===== src/inc/sgw_consts.vh =====
`ifndef SGW_CONSTS_VH
`define SGW_CONSTS_VH
// i/o addresses (16-bit i/o space)
`define SGW_IDX_PORT_A 16'h002E
`define SGW_DAT_PORT_A 16'h002F
`define SGW_IDX_PORT_B 16'h004E
`define SGW_DAT_PORT_B 16'h004F
`define SGW_WDT_CTRL_PORT 16'h0300
`define SGW_WDT_CNT_PORT 16'h0301
// entry and exit keys
`define SGW_KEY_ENTER_A 8'h87
`define SGW_KEY_ENTER_B 8'h77
`define SGW_KEY_EXIT 8'hAA
// configuration indices
`define SGW_IDX_LDSEL 8'h07
`define SGW_IDX_ACTIVATE 8'h30
`define SGW_IDX_GPIO_DIR 8'hF0
`define SGW_IDX_GPIO_VAL 8'hF1
`define SGW_IDX_GPIO_POL 8'hF2
`define SGW_LDN_GPIO 8'h07
`define SGW_LDN_WDT 8'h08
// reset values
`define SGW_GPIO_DIR_RST 8'hFF
`define SGW_GPIO_VAL_RST 8'h00
`define SGW_GPIO_POL_RST 8'h00
`define SGW_ACT_RST 8'h00
`define SGW_LDSEL_RST 8'h00
`define SGW_UNIT_RST 8'h03
// watchdog unit codes
`define SGW_UNIT_10MS 8'h00
`define SGW_UNIT_1S 8'h03
`define SGW_UNIT_1MIN 8'h05
// timing: clock period in ns and unit lengths in ns
`define SGW_CLK_NS 50
`define SGW_T_10MS_NS 10000000
`define SGW_T_1S_NS 1000000000
// minute is sixty seconds, counted as sixty one-second ticks
`define SGW_MIN_SECS 60
`define SGW_MIN_LAST 6'h3B
`define SGW_TICKS_10MS (`SGW_T_10MS_NS / `SGW_CLK_NS)
`define SGW_TICKS_1S (`SGW_T_1S_NS / `SGW_CLK_NS)
`endif


===== src/sgw_cfg_regs.v =====
`timescale 1ns/1ps
`include "sgw_consts.vh"
// ****************************************
// gpio bank: direction, value, polarity
// ****************************************
module sgw_cfg_regs (
    ref_clk,
    resetn,
    wr_en,
    wr_sel,
    wr_data,
    pin_in,
    dir_q,
    val_q,
    pol_q,
    pin_out,
    pin_oe_n,
    val_view
);
    input wire ref_clk;
    input wire resetn;
    input wire wr_en;
    input wire [1:0] wr_sel;
    input wire [7:0] wr_data;
    input wire [7:0] pin_in;
    output reg [7:0] dir_q;
    output reg [7:0] val_q;
    output reg [7:0] pol_q;
    output reg [7:0] pin_out;
    output reg [7:0] pin_oe_n;
    output wire [7:0] val_view;

    localparam [7:0] DIR_RST = `SGW_GPIO_DIR_RST;
    localparam [7:0] VAL_RST = `SGW_GPIO_VAL_RST;
    localparam [7:0] POL_RST = `SGW_GPIO_POL_RST;

    genvar g;
    generate
        for (g = 0; g < 8; g = g + 1) begin : g_bit
            // input lines read the pin through the polarity; outputs read back the latch
            assign val_view[g] = dir_q[g] ? (pin_in[g] ^ pol_q[g]) : val_q[g];

            always @(posedge ref_clk or negedge resetn) begin
                if (!resetn) begin
                    dir_q[g] <= DIR_RST[g];
                    val_q[g] <= VAL_RST[g];
                    pol_q[g] <= POL_RST[g];
                    pin_out[g] <= VAL_RST[g] ^ POL_RST[g];
                    pin_oe_n[g] <= DIR_RST[g];
                end else begin
                    if (wr_en && wr_sel == 2'h0)
                        dir_q[g] <= wr_data[g];
                    // writes to input-direction bits are dropped
                    if (wr_en && wr_sel == 2'h1 && !dir_q[g])
                        val_q[g] <= wr_data[g];
                    if (wr_en && wr_sel == 2'h2)
                        pol_q[g] <= wr_data[g];
                    pin_out[g] <= val_q[g] ^ pol_q[g];
                    pin_oe_n[g] <= dir_q[g];
                end
            end
        end
    endgenerate
endmodule // sgw_cfg_regs


===== src/sgw_top.v =====
`timescale 1ns/1ps
`include "sgw_consts.vh"
module sgw_top #(
    parameter [31:0] TICKS_10MS = `SGW_TICKS_10MS,
    parameter [31:0] TICKS_1S = `SGW_TICKS_1S
) (
    ref_clk,
    resetn,
    io_addr,
    io_wdata,
    io_wr,
    io_rd,
    io_rdata,
    io_rd_hit,
    gpio_in,
    gpio_out,
    gpio_oe_n,
    wdt_irq_mode,
    cpu_reset_req,
    wdt_irq,
    wdt_timeout
);
    input wire ref_clk;
    input wire resetn;
    input wire [15:0] io_addr;
    input wire [7:0] io_wdata;
    input wire io_wr;
    input wire io_rd;
    output reg [7:0] io_rdata;
    output wire io_rd_hit;
    input wire [7:0] gpio_in;
    output wire [7:0] gpio_out;
    output wire [7:0] gpio_oe_n;
    input wire wdt_irq_mode;
    output reg cpu_reset_req;
    output reg wdt_irq;
    output wire wdt_timeout;

    // ****************************************
    // configuration key state machine
    // ****************************************
    localparam [2:0] ST_LOCKED = 3'b001;
    localparam [2:0] ST_HALF = 3'b010;
    localparam [2:0] ST_OPEN = 3'b100;

    function is_idx;
        input [15:0] a;
        begin
            is_idx = (a == `SGW_IDX_PORT_A) || (a == `SGW_IDX_PORT_B);
        end
    endfunction

    function is_dat;
        input [15:0] a;
        begin
            is_dat = (a == `SGW_DAT_PORT_A) || (a == `SGW_DAT_PORT_B);
        end
    endfunction

    reg [2:0] state_reg;
    reg [2:0] state_next;
    reg [7:0] key_reg;
    reg [7:0] index_reg;
    reg [7:0] ldsel_reg;
    reg [7:0] act_reg;
    reg [7:0] unit_reg;
    reg [7:0] count_reg;
    reg running_reg;
    reg timeout_reg;
    reg [31:0] tick_reg;
    reg [5:0] min_reg;

    wire idx_wr = io_wr && is_idx(io_addr);
    wire dat_wr = io_wr && is_dat(io_addr) && state_reg == ST_OPEN;
    wire dat_rd = io_rd && is_dat(io_addr) && state_reg == ST_OPEN;
    wire is_enter_key = (io_wdata == `SGW_KEY_ENTER_A) ||
        ((io_wdata == `SGW_KEY_ENTER_B) && (io_addr == `SGW_IDX_PORT_B));
    wire wdt_on = act_reg[0];
    wire ctl_wr = io_wr && wdt_on && io_addr == `SGW_WDT_CTRL_PORT;
    wire cnt_wr = io_wr && wdt_on && io_addr == `SGW_WDT_CNT_PORT;

    always @* begin
        state_next = state_reg;
        case (state_reg)
            ST_LOCKED: begin
                if (idx_wr && is_enter_key)
                    state_next = ST_HALF;
            end
            ST_HALF: begin
                // second key must match the first and come next
                if (idx_wr)
                    state_next = (io_wdata == key_reg) ? ST_OPEN : ST_LOCKED;
                else if (io_wr || io_rd)
                    state_next = ST_LOCKED;
            end
            ST_OPEN: begin
                if (idx_wr && io_wdata == `SGW_KEY_EXIT)
                    state_next = ST_LOCKED;
            end
            default: state_next = ST_LOCKED;
        endcase
    end

    always @(posedge ref_clk or negedge resetn) begin
        if (!resetn) begin
            state_reg <= ST_LOCKED;
            key_reg <= 8'h00;
        end else begin
            state_reg <= state_next;
            // the last index write seen while locked is what the second write must repeat
            if (state_reg == ST_LOCKED && idx_wr)
                key_reg <= io_wdata;
        end
    end

    // ****************************************
    // index, device select, activation
    // ****************************************
    wire in_gpio = ldsel_reg == `SGW_LDN_GPIO;
    wire in_wdt = ldsel_reg == `SGW_LDN_WDT;
    // the exit key is not taken as an index, so a new session finds the old one
    wire open_idx_wr = idx_wr && state_reg == ST_OPEN && io_wdata != `SGW_KEY_EXIT;

    always @(posedge ref_clk or negedge resetn) begin
        if (!resetn) begin
            index_reg <= 8'h00;
            ldsel_reg <= `SGW_LDSEL_RST;
            act_reg <= `SGW_ACT_RST;
        end else begin
            if (open_idx_wr)
                index_reg <= io_wdata;
            if (dat_wr && index_reg == `SGW_IDX_LDSEL)
                ldsel_reg <= io_wdata;
            if (dat_wr && in_wdt && index_reg == `SGW_IDX_ACTIVATE)
                act_reg <= io_wdata;
        end
    end

    // ****************************************
    // gpio bank
    // ****************************************
    // index low bits pick the bank register: F0h direction, F1h value, F2h polarity
    function is_gpio_idx;
        input [7:0] i;
        begin
            is_gpio_idx = (i == `SGW_IDX_GPIO_DIR) || (i == `SGW_IDX_GPIO_VAL) ||
                (i == `SGW_IDX_GPIO_POL);
        end
    endfunction

    wire gpio_wr = dat_wr && in_gpio && is_gpio_idx(index_reg);
    wire [1:0] gpio_sel = index_reg[1:0];
    wire [7:0] dir_q;
    wire [7:0] val_q;
    wire [7:0] pol_q;
    wire [7:0] val_view;

    sgw_cfg_regs u_gpio (
        .ref_clk(ref_clk),
        .resetn(resetn),
        .wr_en(gpio_wr),
        .wr_sel(gpio_sel),
        .wr_data(io_wdata),
        .pin_in(gpio_in),
        .dir_q(dir_q),
        .val_q(val_q),
        .pol_q(pol_q),
        .pin_out(gpio_out),
        .pin_oe_n(gpio_oe_n),
        .val_view(val_view)
    );

    // ****************************************
    // read path
    // ****************************************
    reg [7:0] rd_mux;
    assign io_rd_hit = dat_rd;

    always @* begin
        rd_mux = 8'h00;
        if (index_reg == `SGW_IDX_LDSEL)
            rd_mux = ldsel_reg;
        else if (in_wdt && index_reg == `SGW_IDX_ACTIVATE)
            rd_mux = act_reg;
        else if (in_gpio && index_reg == `SGW_IDX_GPIO_DIR)
            rd_mux = dir_q;
        else if (in_gpio && index_reg == `SGW_IDX_GPIO_VAL)
            rd_mux = val_view;
        else if (in_gpio && index_reg == `SGW_IDX_GPIO_POL)
            rd_mux = pol_q;
    end

    // a refused read leaves the last data standing on io_rdata
    always @(posedge ref_clk or negedge resetn) begin
        if (!resetn)
            io_rdata <= 8'h00;
        else if (dat_rd)
            io_rdata <= rd_mux;
    end

    // ****************************************
    // watchdog
    // ****************************************
    // unknown unit codes fall back to one second, the safest long base
    function [31:0] unit_len;
        input [7:0] u;
        begin
            if (u == `SGW_UNIT_10MS)
                unit_len = TICKS_10MS;
            else
                unit_len = TICKS_1S;
        end
    endfunction

    wire [31:0] unit_ticks = unit_len(unit_reg);
    wire is_min = unit_reg == `SGW_UNIT_1MIN;
    wire tick_end = tick_reg >= unit_ticks - 32'h0000_0001;
    wire min_end = !is_min || min_reg == `SGW_MIN_LAST;
    wire unit_pulse = running_reg && tick_end && min_end;
    // last unit of a loaded count; a deactivated function never expires
    wire expire_now = unit_pulse && count_reg == 8'h01 && wdt_on;
    assign wdt_timeout = timeout_reg;

    // deactivation stops the count but leaves the flag for the host to read
    always @(posedge ref_clk or negedge resetn) begin
        if (!resetn) begin
            unit_reg <= `SGW_UNIT_RST;
            count_reg <= 8'h00;
            running_reg <= 1'b0;
        end else begin
            if (ctl_wr)
                unit_reg <= io_wdata;
            if (!wdt_on) begin
                running_reg <= 1'b0;
            end else if (cnt_wr) begin
                count_reg <= io_wdata;
                running_reg <= io_wdata != 8'h00;
            end else if (unit_pulse) begin
                count_reg <= count_reg - 8'h01;
                if (count_reg == 8'h01)
                    running_reg <= 1'b0;
            end
        end
    end

    // unit prescaler; a fresh count always starts on a whole unit
    always @(posedge ref_clk or negedge resetn) begin
        if (!resetn) begin
            tick_reg <= 32'h0000_0000;
            min_reg <= 6'h00;
        end else if (!wdt_on || cnt_wr) begin
            tick_reg <= 32'h0000_0000;
            min_reg <= 6'h00;
        end else if (running_reg) begin
            tick_reg <= tick_end ? 32'h0000_0000 : tick_reg + 32'h0000_0001;
            if (tick_end && is_min)
                min_reg <= min_end ? 6'h00 : min_reg + 6'h01;
        end
    end

    // ****************************************
    // expiry status and actions
    // ****************************************
    always @(posedge ref_clk or negedge resetn) begin
        if (!resetn) begin
            timeout_reg <= 1'b0;
        end else begin
            // expiry in the clearing cycle wins, so no timeout is lost
            if (expire_now)
                timeout_reg <= 1'b1;
            else if (ctl_wr)
                timeout_reg <= 1'b0;
        end
    end

    // the reset request is one cycle wide; the interrupt is a level that
    // follows the flag until the host rewrites the control register
    always @(posedge ref_clk or negedge resetn) begin
        if (!resetn) begin
            cpu_reset_req <= 1'b0;
            wdt_irq <= 1'b0;
        end else begin
            cpu_reset_req <= expire_now && !wdt_irq_mode;
            wdt_irq <= wdt_irq_mode && (timeout_reg || expire_now) && !ctl_wr;
        end
    end
endmodule // sgw_top


===== config.mk =====
export PLATFORM = sky130hd
export DESIGN_NAME = sgw_top
export DESIGN_NICKNAME = d
export VERILOG_FILES = /design/src/sgw_cfg_regs.v /design/src/sgw_top.v
export VERILOG_INCLUDE_DIRS = /design/src /design/src/inc
export SDC_FILE = /design/constraint.sdc
export NUM_CORES = 1
export LEC_CHECK = 0
export BUFFER_PORTS_ARGS = -buffer_cell sky130_fd_sc_hd__buf_2
export CORE_ASPECT_RATIO = 1.75
export CORE_MARGIN = 10
export CORE_UTILIZATION = 55
export DETAILED_ROUTE_END_ITERATION = 16
export GPL_TIMING_DRIVEN = 0
export MAX_ROUTING_LAYER = met4
export PLACE_DENSITY = 0.75
export SYNTH_ARGS = -nofsm -noshare
export SYNTH_HDL_FRONTEND = slang
export SYNTH_SLANG_ARGS = --single-unit

===== constraint.sdc =====
create_clock -name ref_clk -period 4.45 [get_ports ref_clk]
set_clock_uncertainty 0.15 [all_clocks]
set_input_delay 0.445 -clock ref_clk [delete_from_list [all_inputs] [get_ports ref_clk]]
set_output_delay 0.445 -clock ref_clk [all_outputs]
set_load 0.01 [all_outputs]

==> impl_results.rst, run 1 <==
.. list-table::
   :header-rows: 1

   * - Metric
     - Value
   * - Vias per Instance
     - 6.17
   * - PwrDens
     - 356 mW/mm²
   * - Commonest cells after routing, fill and taps aside
     - sky130_fd_sc_hd__dfrtp_1 (122), sky130_fd_sc_hd__buf_2 (66), sky130_fd_sc_hd__mux2_2 (64)
   * - Ratio of cells with drive above 1 in the final layout
     - 26.8%
   * - Cell type contributing the most total cell area after synthesis
     - sky130_fd_sc_hd__dfrtp_1
   * - Fillcell total
     - 962
   * - Number of placement rows
     - 54
   * - Detailed Routing Iterations Pass 1
     - 5
   * - Number of instances in the synthesized netlist
     - 657
   * - Worst min path class
     - input pin to flop
   * - Final critical-path share of the clock period
     - 89.5%
   * - Y dimension of the die
     - 169 µm
   * - Number of buffers on the longest clock path
     - 2
   * - Max Cap Violations
     - 0
   * - DIE AREA
     - 0.0179 mm²
   * - Slew of the pin with the lowest slew margin
     - 1.05 ns
   * - Final Hold Violating Endpoints
     - 0
   * - H-tree depth reported by CTS
     - 4
   * - Buffer count from post-CTS setup fixing
     - 0
   * - Worst path required time
     - 4.61 ns
   * - Number of nets with antenna violations after detailed routing
     - 0
   * - TritonCTS sink count
     - 141
   * - Category of the worst setup path launch point
     - flop
   * - Dominant synthesized flop cell
     - sky130_fd_sc_hd__dfrtp_1
   * - Crit-path most repeated cell
     - sky130_fd_sc_hd__buf_2
   * - Max transition margin
     - 29.6%
   * - Max frequency
     - 251 MHz
   * - Maximum number of pins on one net before global-route repair
     - 104
   * - Initial antenna violation count
     - 0
   * - Layout area overhead
     - 17.0%
   * - Cell Area, Synth
     - 0.00702 mm²
   * - Kind of critical path
     - flop to flop
   * - Accumulated negative setup slack
     - 0 ns
   * - Number of flip-flops under the largest register name
     - 32
   * - Detailed placer's ending HPWL
     - 13800 µm
   * - N_diodes
     - 0
   * - Via count of the first global-routing pass
     - 6143
   * - Setup repair after global routing missed its margin
     - no
   * - Port buffer count
     - 64
   * - Total nets after synthesis
     - 700
   * - Top cells by area, synth
     - sky130_fd_sc_hd__dfrtp_1 (43%), sky130_fd_sc_hd__mux2_2 (10%), sky130_fd_sc_hd__dfstp_2 (7.1%)
   * - Leakage Power
     - 3.69 nW
   * - Global route overflow
     - 0
   * - Critical path cell sequence
     - nor4_2 -> and2_2 -> inv_1 -> ha_1 -> or4b_1 -> a2111o_1 -> a31oi_4 -> o21ai_2 -> buf_2 -> nand2_1 -> buf_2 -> nor2_1
   * - Worst VDD drop
     - 0.000283 V
   * - Final estimated routing congestion in global placement
     - 0.965
   * - Final setup viols
     - 0
   * - Horizontal die dimension
     - 105 µm
   * - Signal arrival time at the worst endpoint
     - 4.14 ns
   * - Final Critical Period
     - 3.98 ns
   * - Wire length of the first global-routing pass
     - 31300 µm
   * - Crit-path slowest cell
     - sky130_fd_sc_hd__nor4_2
   * - Clock transition at the registers of the reported paths
     - 0.07 ns
   * - Proportion of register bits with asynchronous set or reset after synthesis
     - 100%
   * - Number of nets at the end of the flow
     - 785
   * - Clock buffers created by TritonCTS
     - 17
   * - Worst-path fanout max
     - 10
   * - Number of unique standard cell types used by synthesis
     - 65
   * - Total routed wirelength
     - 19300 µm
   * - Effective utilization at floorplan
     - 56.2%
   * - Crit path capture type
     - flop
   * - Number of max-slew violations in the final report
     - 0
   * - Mapped Avg Cell Area
     - 10.7 µm²
   * - Area inside the core boundary
     - 0.0125 mm²
   * - Yosys top cell area share
     - 43.5%
   * - DRC violation count after routing
     - 0
   * - Leading cell type in the layout, fill and taps excluded
     - sky130_fd_sc_hd__dfrtp_1
   * - Clock tree from TritonCTS
     - built
   * - Routed wirelength normalized by instance count
     - 20.9 µm
   * - Share of synthesized area occupied by flip-flops and latches
     - 50.6%
   * - Max stage delay on crit path
     - 0.50 ns
   * - Total via count after detailed routing
     - 5697
   * - Number of enable flip-flop cells after synthesis
     - 0
   * - Boundary pin count
     - 65
   * - Warnings, synthesis
     - 0
   * - Result of the run
     - complete, no violations
   * - Clk_lat worst skew
     - 0.44 ns
   * - Worst setup timing slack at the placement stage
     - 0.465 ns
   * - Slack of the critical path
     - 0.469 ns
   * - Number of design-rule violations left by the first detailed-router iteration
     - 336
   * - All-layer global routing usage
     - 22.5%
   * - Clock tree root driver cell
     - sky130_fd_sc_hd__clkbuf_16
   * - Synthesis-stage register bit count
     - 141
==> routing by layer <==
layer  share of wire, %  up-vias  track usage, %
met5                  0        -               -
met2                 56      203            41.7
met4                3.5        0            11.3
met1                 36     2844            21.6
li1                   -     2595               -
met3                4.4       55            4.22
==> cells in the mapped netlist, types with 5 or more instances <==
cell type                  count
sky130_fd_sc_hd__dfrtp_1     122
sky130_fd_sc_hd__mux2_2       64
sky130_fd_sc_hd__nor2_1       62
sky130_fd_sc_hd__nand2_1      41
sky130_fd_sc_hd__o21ai_0      36
sky130_fd_sc_hd__nand3_1      24
sky130_fd_sc_hd__nand4_1      21
sky130_fd_sc_hd__xnor2_1      20
sky130_fd_sc_hd__dfstp_2      19
sky130_fd_sc_hd__xor2_1       19
sky130_fd_sc_hd__clkbuf_1     18
sky130_fd_sc_hd__a21oi_1      16
sky130_fd_sc_hd__nor3_1       13
sky130_fd_sc_hd__nor4_1       13
sky130_fd_sc_hd__inv_1        12
sky130_fd_sc_hd__or4_1        12
sky130_fd_sc_hd__and3_1       11
sky130_fd_sc_hd__nand2b_1     11
sky130_fd_sc_hd__a221oi_1      8
sky130_fd_sc_hd__and2_1        8
sky130_fd_sc_hd__a31oi_1       6
sky130_fd_sc_hd__ha_1          6
sky130_fd_sc_hd__a211oi_1      5
sky130_fd_sc_hd__o31a_1        5
==> worst max-delay path: cells and delay by family, from the launching register on <==
kind | cells | cell delay [ns]
AND/OR/NAND/NOR | 5 | 1.60
AO/OA/AOI/OAI | 3 | 0.82
buffers and inverters | 3 | 0.61
flip-flops | 1 | 0.39
adder cells (fa/ha/maj) | 1 | 0.28
==> final timing paths <==
check,endpoint,slack (ns),startpoint,cells after the start
max,tick_reg[19]$_DFFE_PN0P_,0.47,unit_reg[3]$_DFFE_PN0P_,12
min,cpu_reset_req$_DFF_PN0_,0.03,wdt_irq_mode,2
max reg2reg,tick_reg[19]$_DFFE_PN0P_,0.47,unit_reg[3]$_DFFE_PN0P_,12
min reg2reg,u_gpio.pin_oe_n[7]$_DFF_PN1_,0.24,u_gpio.dir_q[7]$_DFFE_PN1P_,0
max in group asynchronous,u_gpio.dir_q[2]$_DFFE_PN1P_,2.97,resetn,3
min in group asynchronous,state_reg[1]$_DFFE_PN0P_,0.34,resetn,2
==> cell type report <==
| type | count | area, µm² | area share, % |
|---|---|---|---|
| Tap cell | 168 | 210 | 2.56 |
| Buffer | 25 | 105 | 1.28 |
| Inverter | 12 | 45.0 | 0.548 |
| Clock buffer | 17 | 425 | 5.18 |
| Multi-Input combinational cell | 479 | 3320 | 40.4 |
| Clock inverter | 15 | 191 | 2.33 |
| Sequential cell | 141 | 3550 | 43.2 |
| Timing Repair Buffer | 66 | 364 | 4.43 |
==> power by group <==
part           leakage, nW  switching [W]  internal (W)  total [W]
clock network        0.297       0.000639      0.000856    0.00150
registers             1.88     0.00000614       0.00130    0.00130
logic                 1.51      0.0000819     0.0000447   0.000127
total                 3.69       0.000727       0.00220    0.00292
==> kinds of logic (layout without fill, tap and decap cells) <==
kind of cell               count (synthesis)  count (layout)  synth area share (%)
and+or+nand+nor                          252             252                  19.5
DFF                                      141             141                  50.6
AOI/OAI and AO/OA                        114             114                  11.0
muxes                                     68              68                  10.8
xor gates and xnor gates                  39              39                  4.86
buffers and inverters                     37             135                  2.14
adders and majority gates                  6               6                  1.07
==> repair_timing <==
| action | CTS | global route |
|---|---|---|
| hold buffers | 1 | 0 |
| gates resized for setup | 0 | 0 |
| hold endpoints to repair | 33 | 0 |
==> metrics by stage <==
step | hold WS (ns) | power, W | std cells | instance area, µm² | utilization [%]
floorplan | -0.000591 | 0.00138 | 657 | 7020 | -
global placement | 0.227 | 0.00144 | 889 | 7550 | 60.4
detailed placement | 0.220 | 0.00145 | 890 | 7590 | 60.7
CTS | 0.0312 | 0.00293 | 923 | 8210 | 65.7
global route | 0.0447 | 0.00300 | 923 | 8210 | 65.7
finish | 0.0321 | 0.00292 | 923 | 8210 | 65.7
No activity file was read; power rests on OpenSTA's default activity.
==> run 2: changes to the inputs <==
--- a/config.mk
+++ b/config.mk
@@ -13,7 +13,7 @@
 export DETAILED_ROUTE_END_ITERATION = 16
 export GPL_TIMING_DRIVEN = 0
 export MAX_ROUTING_LAYER = met4
-export PLACE_DENSITY = 0.75
+export PLACE_DENSITY_LB_ADDON = 0.15
 export SYNTH_ARGS = -nofsm -noshare
 export SYNTH_HDL_FRONTEND = slang
 export SYNTH_SLANG_ARGS = --single-unit
==> run 2 against run 1 <==
Clock power is 5% lower. Combinational power hardly changed. Final cell count stayed put. Highest routed layer unchanged. First-iteration DRC count is 6.0% higher.
==> impl_results.rst, run 2 (synthesis gave the netlist of run 1 again) <==
.. list-table::
   :header-rows: 1

   * - Metric
     - Value
   * - Category of the worst setup path launch point
     - flop
   * - Critical path buffer and inverter count
     - 3
   * - Layout area overhead
     - 16.6%
   * - Number of max-slew violations in the final report
     - 0
   * - Commonest cells after routing, fill and taps aside
     - sky130_fd_sc_hd__dfrtp_1 (122), sky130_fd_sc_hd__buf_2 (66), sky130_fd_sc_hd__mux2_2 (64)
   * - Number of buffers on the longest clock path
     - 2
   * - TritonCTS sink count
     - 141
   * - DRC violation count after routing
     - 0
   * - Crit path capture type
     - flop
   * - Clock transition at the registers of the reported paths
     - 0.06 ns
   * - Setup repair after global routing missed its margin
     - no
   * - Number of placement rows
     - 54
   * - Area used by multi-input combinational logic
     - 0.00332 mm²
   * - Routed wirelength normalized by instance count
     - 20.3 µm
   * - Accumulated negative setup slack
     - 0 ns
   * - Initial antenna violation count
     - 0
   * - Number of design-rule violations left by the first detailed-router iteration
     - 356
   * - Max frequency
     - 246 MHz
   * - Total routed wirelength
     - 18700 µm
   * - Vias per Instance
     - 6.13
   * - Total via count after detailed routing
     - 5654
   * - Leakage Power
     - 3.67 nW
   * - Final critical-path share of the clock period
     - 91.2%
   * - Final setup viols
     - 0
   * - Leading cell type in the layout, fill and taps excluded
     - sky130_fd_sc_hd__dfrtp_1
   * - Final Critical Period
     - 4.06 ns
   * - Detailed placer's ending HPWL
     - 13800 µm
   * - Placement Cell Area
     - 0.00759 mm²
   * - Worst min path class
     - input pin to flop
   * - Port buffer count
     - 64
   * - H-tree depth reported by CTS
     - 4
   * - Slew of the pin with the lowest slew margin
     - 1.08 ns
   * - Total non-filler cell area in the finished layout
     - 0.00819 mm²
   * - Kind of cell adding the most delay to the critical path
     - simple AND/OR/NAND/NOR gates
   * - N_diodes
     - 0
   * - Number of nets at the end of the flow
     - 785
   * - Result of the run
     - complete, no violations
   * - Number of flip-flops under the largest register name
     - 32
   * - Max transition margin
     - 27.9%
   * - Boundary pin count
     - 65
   * - DIE AREA
     - 0.0179 mm²
   * - Critical path cell sequence
     - nor4_2 -> and2_2 -> inv_1 -> ha_1 -> or4b_1 -> a2111o_1 -> a31oi_4 -> o21ai_2 -> buf_2 -> nand2_1 -> buf_2 -> nor2_1
   * - # resized after CTS
     - 0
   * - Worst path required time
     - 4.60 ns
   * - Clock tree from TritonCTS
     - built
   * - Fillcell total
     - 1014
   * - Detailed Routing Iterations Pass 1
     - 7
   * - All-layer global routing usage
     - 22.0%
   * - PwrDens
     - 348 mW/mm²
   * - Signal arrival time at the worst endpoint
     - 4.21 ns
   * - Effective utilization at floorplan
     - 56.2%
   * - Wire length of the first global-routing pass
     - 30700 µm
   * - Max stage delay on crit path
     - 0.52 ns
   * - Global route overflow
     - 0
   * - Maximum number of pins on one net before global-route repair
     - 94
   * - Crit-path most repeated cell
     - sky130_fd_sc_hd__buf_2
   * - Via count of the first global-routing pass
     - 6064
   * - Overall Power
     - 0.00285 W
   * - Y dimension of the die
     - 169 µm
   * - Final Hold Violating Endpoints
     - 0
   * - Crit-path slowest cell
     - sky130_fd_sc_hd__nor4_2
   * - Ratio of cells with drive above 1 in the final layout
     - 26.8%
   * - Horizontal die dimension
     - 105 µm
   * - Worst-path fanout max
     - 10
   * - Area inside the core boundary
     - 0.0125 mm²
   * - Clock buffers created by TritonCTS
     - 17
   * - Number of nets with antenna violations after detailed routing
     - 0
   * - Clk_lat worst skew
     - 0.42 ns
   * - Clock tree root driver cell
     - sky130_fd_sc_hd__clkbuf_16
   * - Final estimated routing congestion in global placement
     - 0.906
   * - Worst VDD drop
     - 0.000247 V
   * - Kind of critical path
     - flop to flop
   * - Max Cap Violations
     - 0
   * - Area taken by flip-flops and latches
     - 0.00355 mm²
[run 2: changes by cell type in the layout (fill, tap and decap cells not counted), sizes merged]
cell,previous run,this run
bufinv,2,1
clkinv,2,1
inv,21,23
[run 2: cell type report]
class | instances | area share (%)
Multi-Input combinational cell | 479 | 40.5
Tap cell | 168 | 2.57
Inverter | 12 | 0.550
Clock buffer | 17 | 5.19
Clock inverter | 15 | 2.05
Timing Repair Buffer | 66 | 4.45
Buffer | 25 | 1.28
Sequential cell | 141 | 43.4
[run 2: what timing repair did]
| item | in CTS | in global routing |
|---|---|---|
| hold buffers | 1 | 0 |
| endpoints found under the hold margin | 48 | 0 |
| setup buffers | 0 | 0 |
[run 2: report_power, final]
group | switching (W) | internal (W) | total (W)
clock | 0.000617 | 0.000801 | 0.00142
sequential | 0.00000748 | 0.00130 | 0.00130
combinational | 0.0000832 | 0.0000447 | 0.000128
total | 0.000707 | 0.00214 | 0.00285
[run 2: final timing paths]
| kind | slack, ns | from | cells past startpoint | endpoint |
|---|---|---|---|---|
| min reg2reg | 0.24 | u_gpio.dir_q[7]$_DFFE_PN1P_ | 0 | u_gpio.pin_oe_n[7]$_DFF_PN1_ |
| max | 0.39 | unit_reg[3]$_DFFE_PN0P_ | 12 | tick_reg[24]$_DFFE_PN0P_ |
| max reg2reg | 0.39 | unit_reg[3]$_DFFE_PN0P_ | 12 | tick_reg[24]$_DFFE_PN0P_ |
| max in group asynchronous | 2.92 | resetn | 3 | u_gpio.dir_q[1]$_DFFE_PN1P_ |
| min in group asynchronous | 0.39 | resetn | 2 | count_reg[0]$_DFFE_PN0P_ |
| min | 0.04 | wdt_irq_mode | 2 | cpu_reset_req$_DFF_PN0_ |
[run 2: per-stage QoR]
| step | util, % | hold WS [ns] | setup WS, ns | cells |
|---|---|---|---|---|
| after detailed placement | 60.7 | 0.231 | 0.371 | 890 |
| after global placement | 60.4 | 0.229 | 0.479 | 889 |
| after global routing | 65.5 | 0.0316 | 0.194 | 923 |
| after CTS | 65.5 | 0.0281 | 0.370 | 923 |
| after floorplan | - | -0.000591 | 1.12 | 657 |
| final | 65.5 | 0.0367 | 0.391 | 923 |
[run 2: routing by layer]
metal / routed length [µm] / track usage, %
met5: 0 / -
met4: 726 / 12.0
met3: 885 / 3.73
met2: 10300 / 39.3
met1: 6840 / 22.3
[run 2: worst reg2reg max path, cell delays in order, from the launching register on]
cell	delay (ns)
sky130_fd_sc_hd__dfrtp_1	0.39
sky130_fd_sc_hd__nor4_2	0.52
sky130_fd_sc_hd__and2_2	0.32
sky130_fd_sc_hd__inv_1	0.10
sky130_fd_sc_hd__ha_1	0.27
sky130_fd_sc_hd__or4b_1	0.44
sky130_fd_sc_hd__a2111o_1	0.40
sky130_fd_sc_hd__a31oi_4	0.31
sky130_fd_sc_hd__o21ai_2	0.13
sky130_fd_sc_hd__buf_2	0.22
sky130_fd_sc_hd__nand2_1	0.32
sky130_fd_sc_hd__buf_2	0.30
sky130_fd_sc_hd__nor2_1	0.08
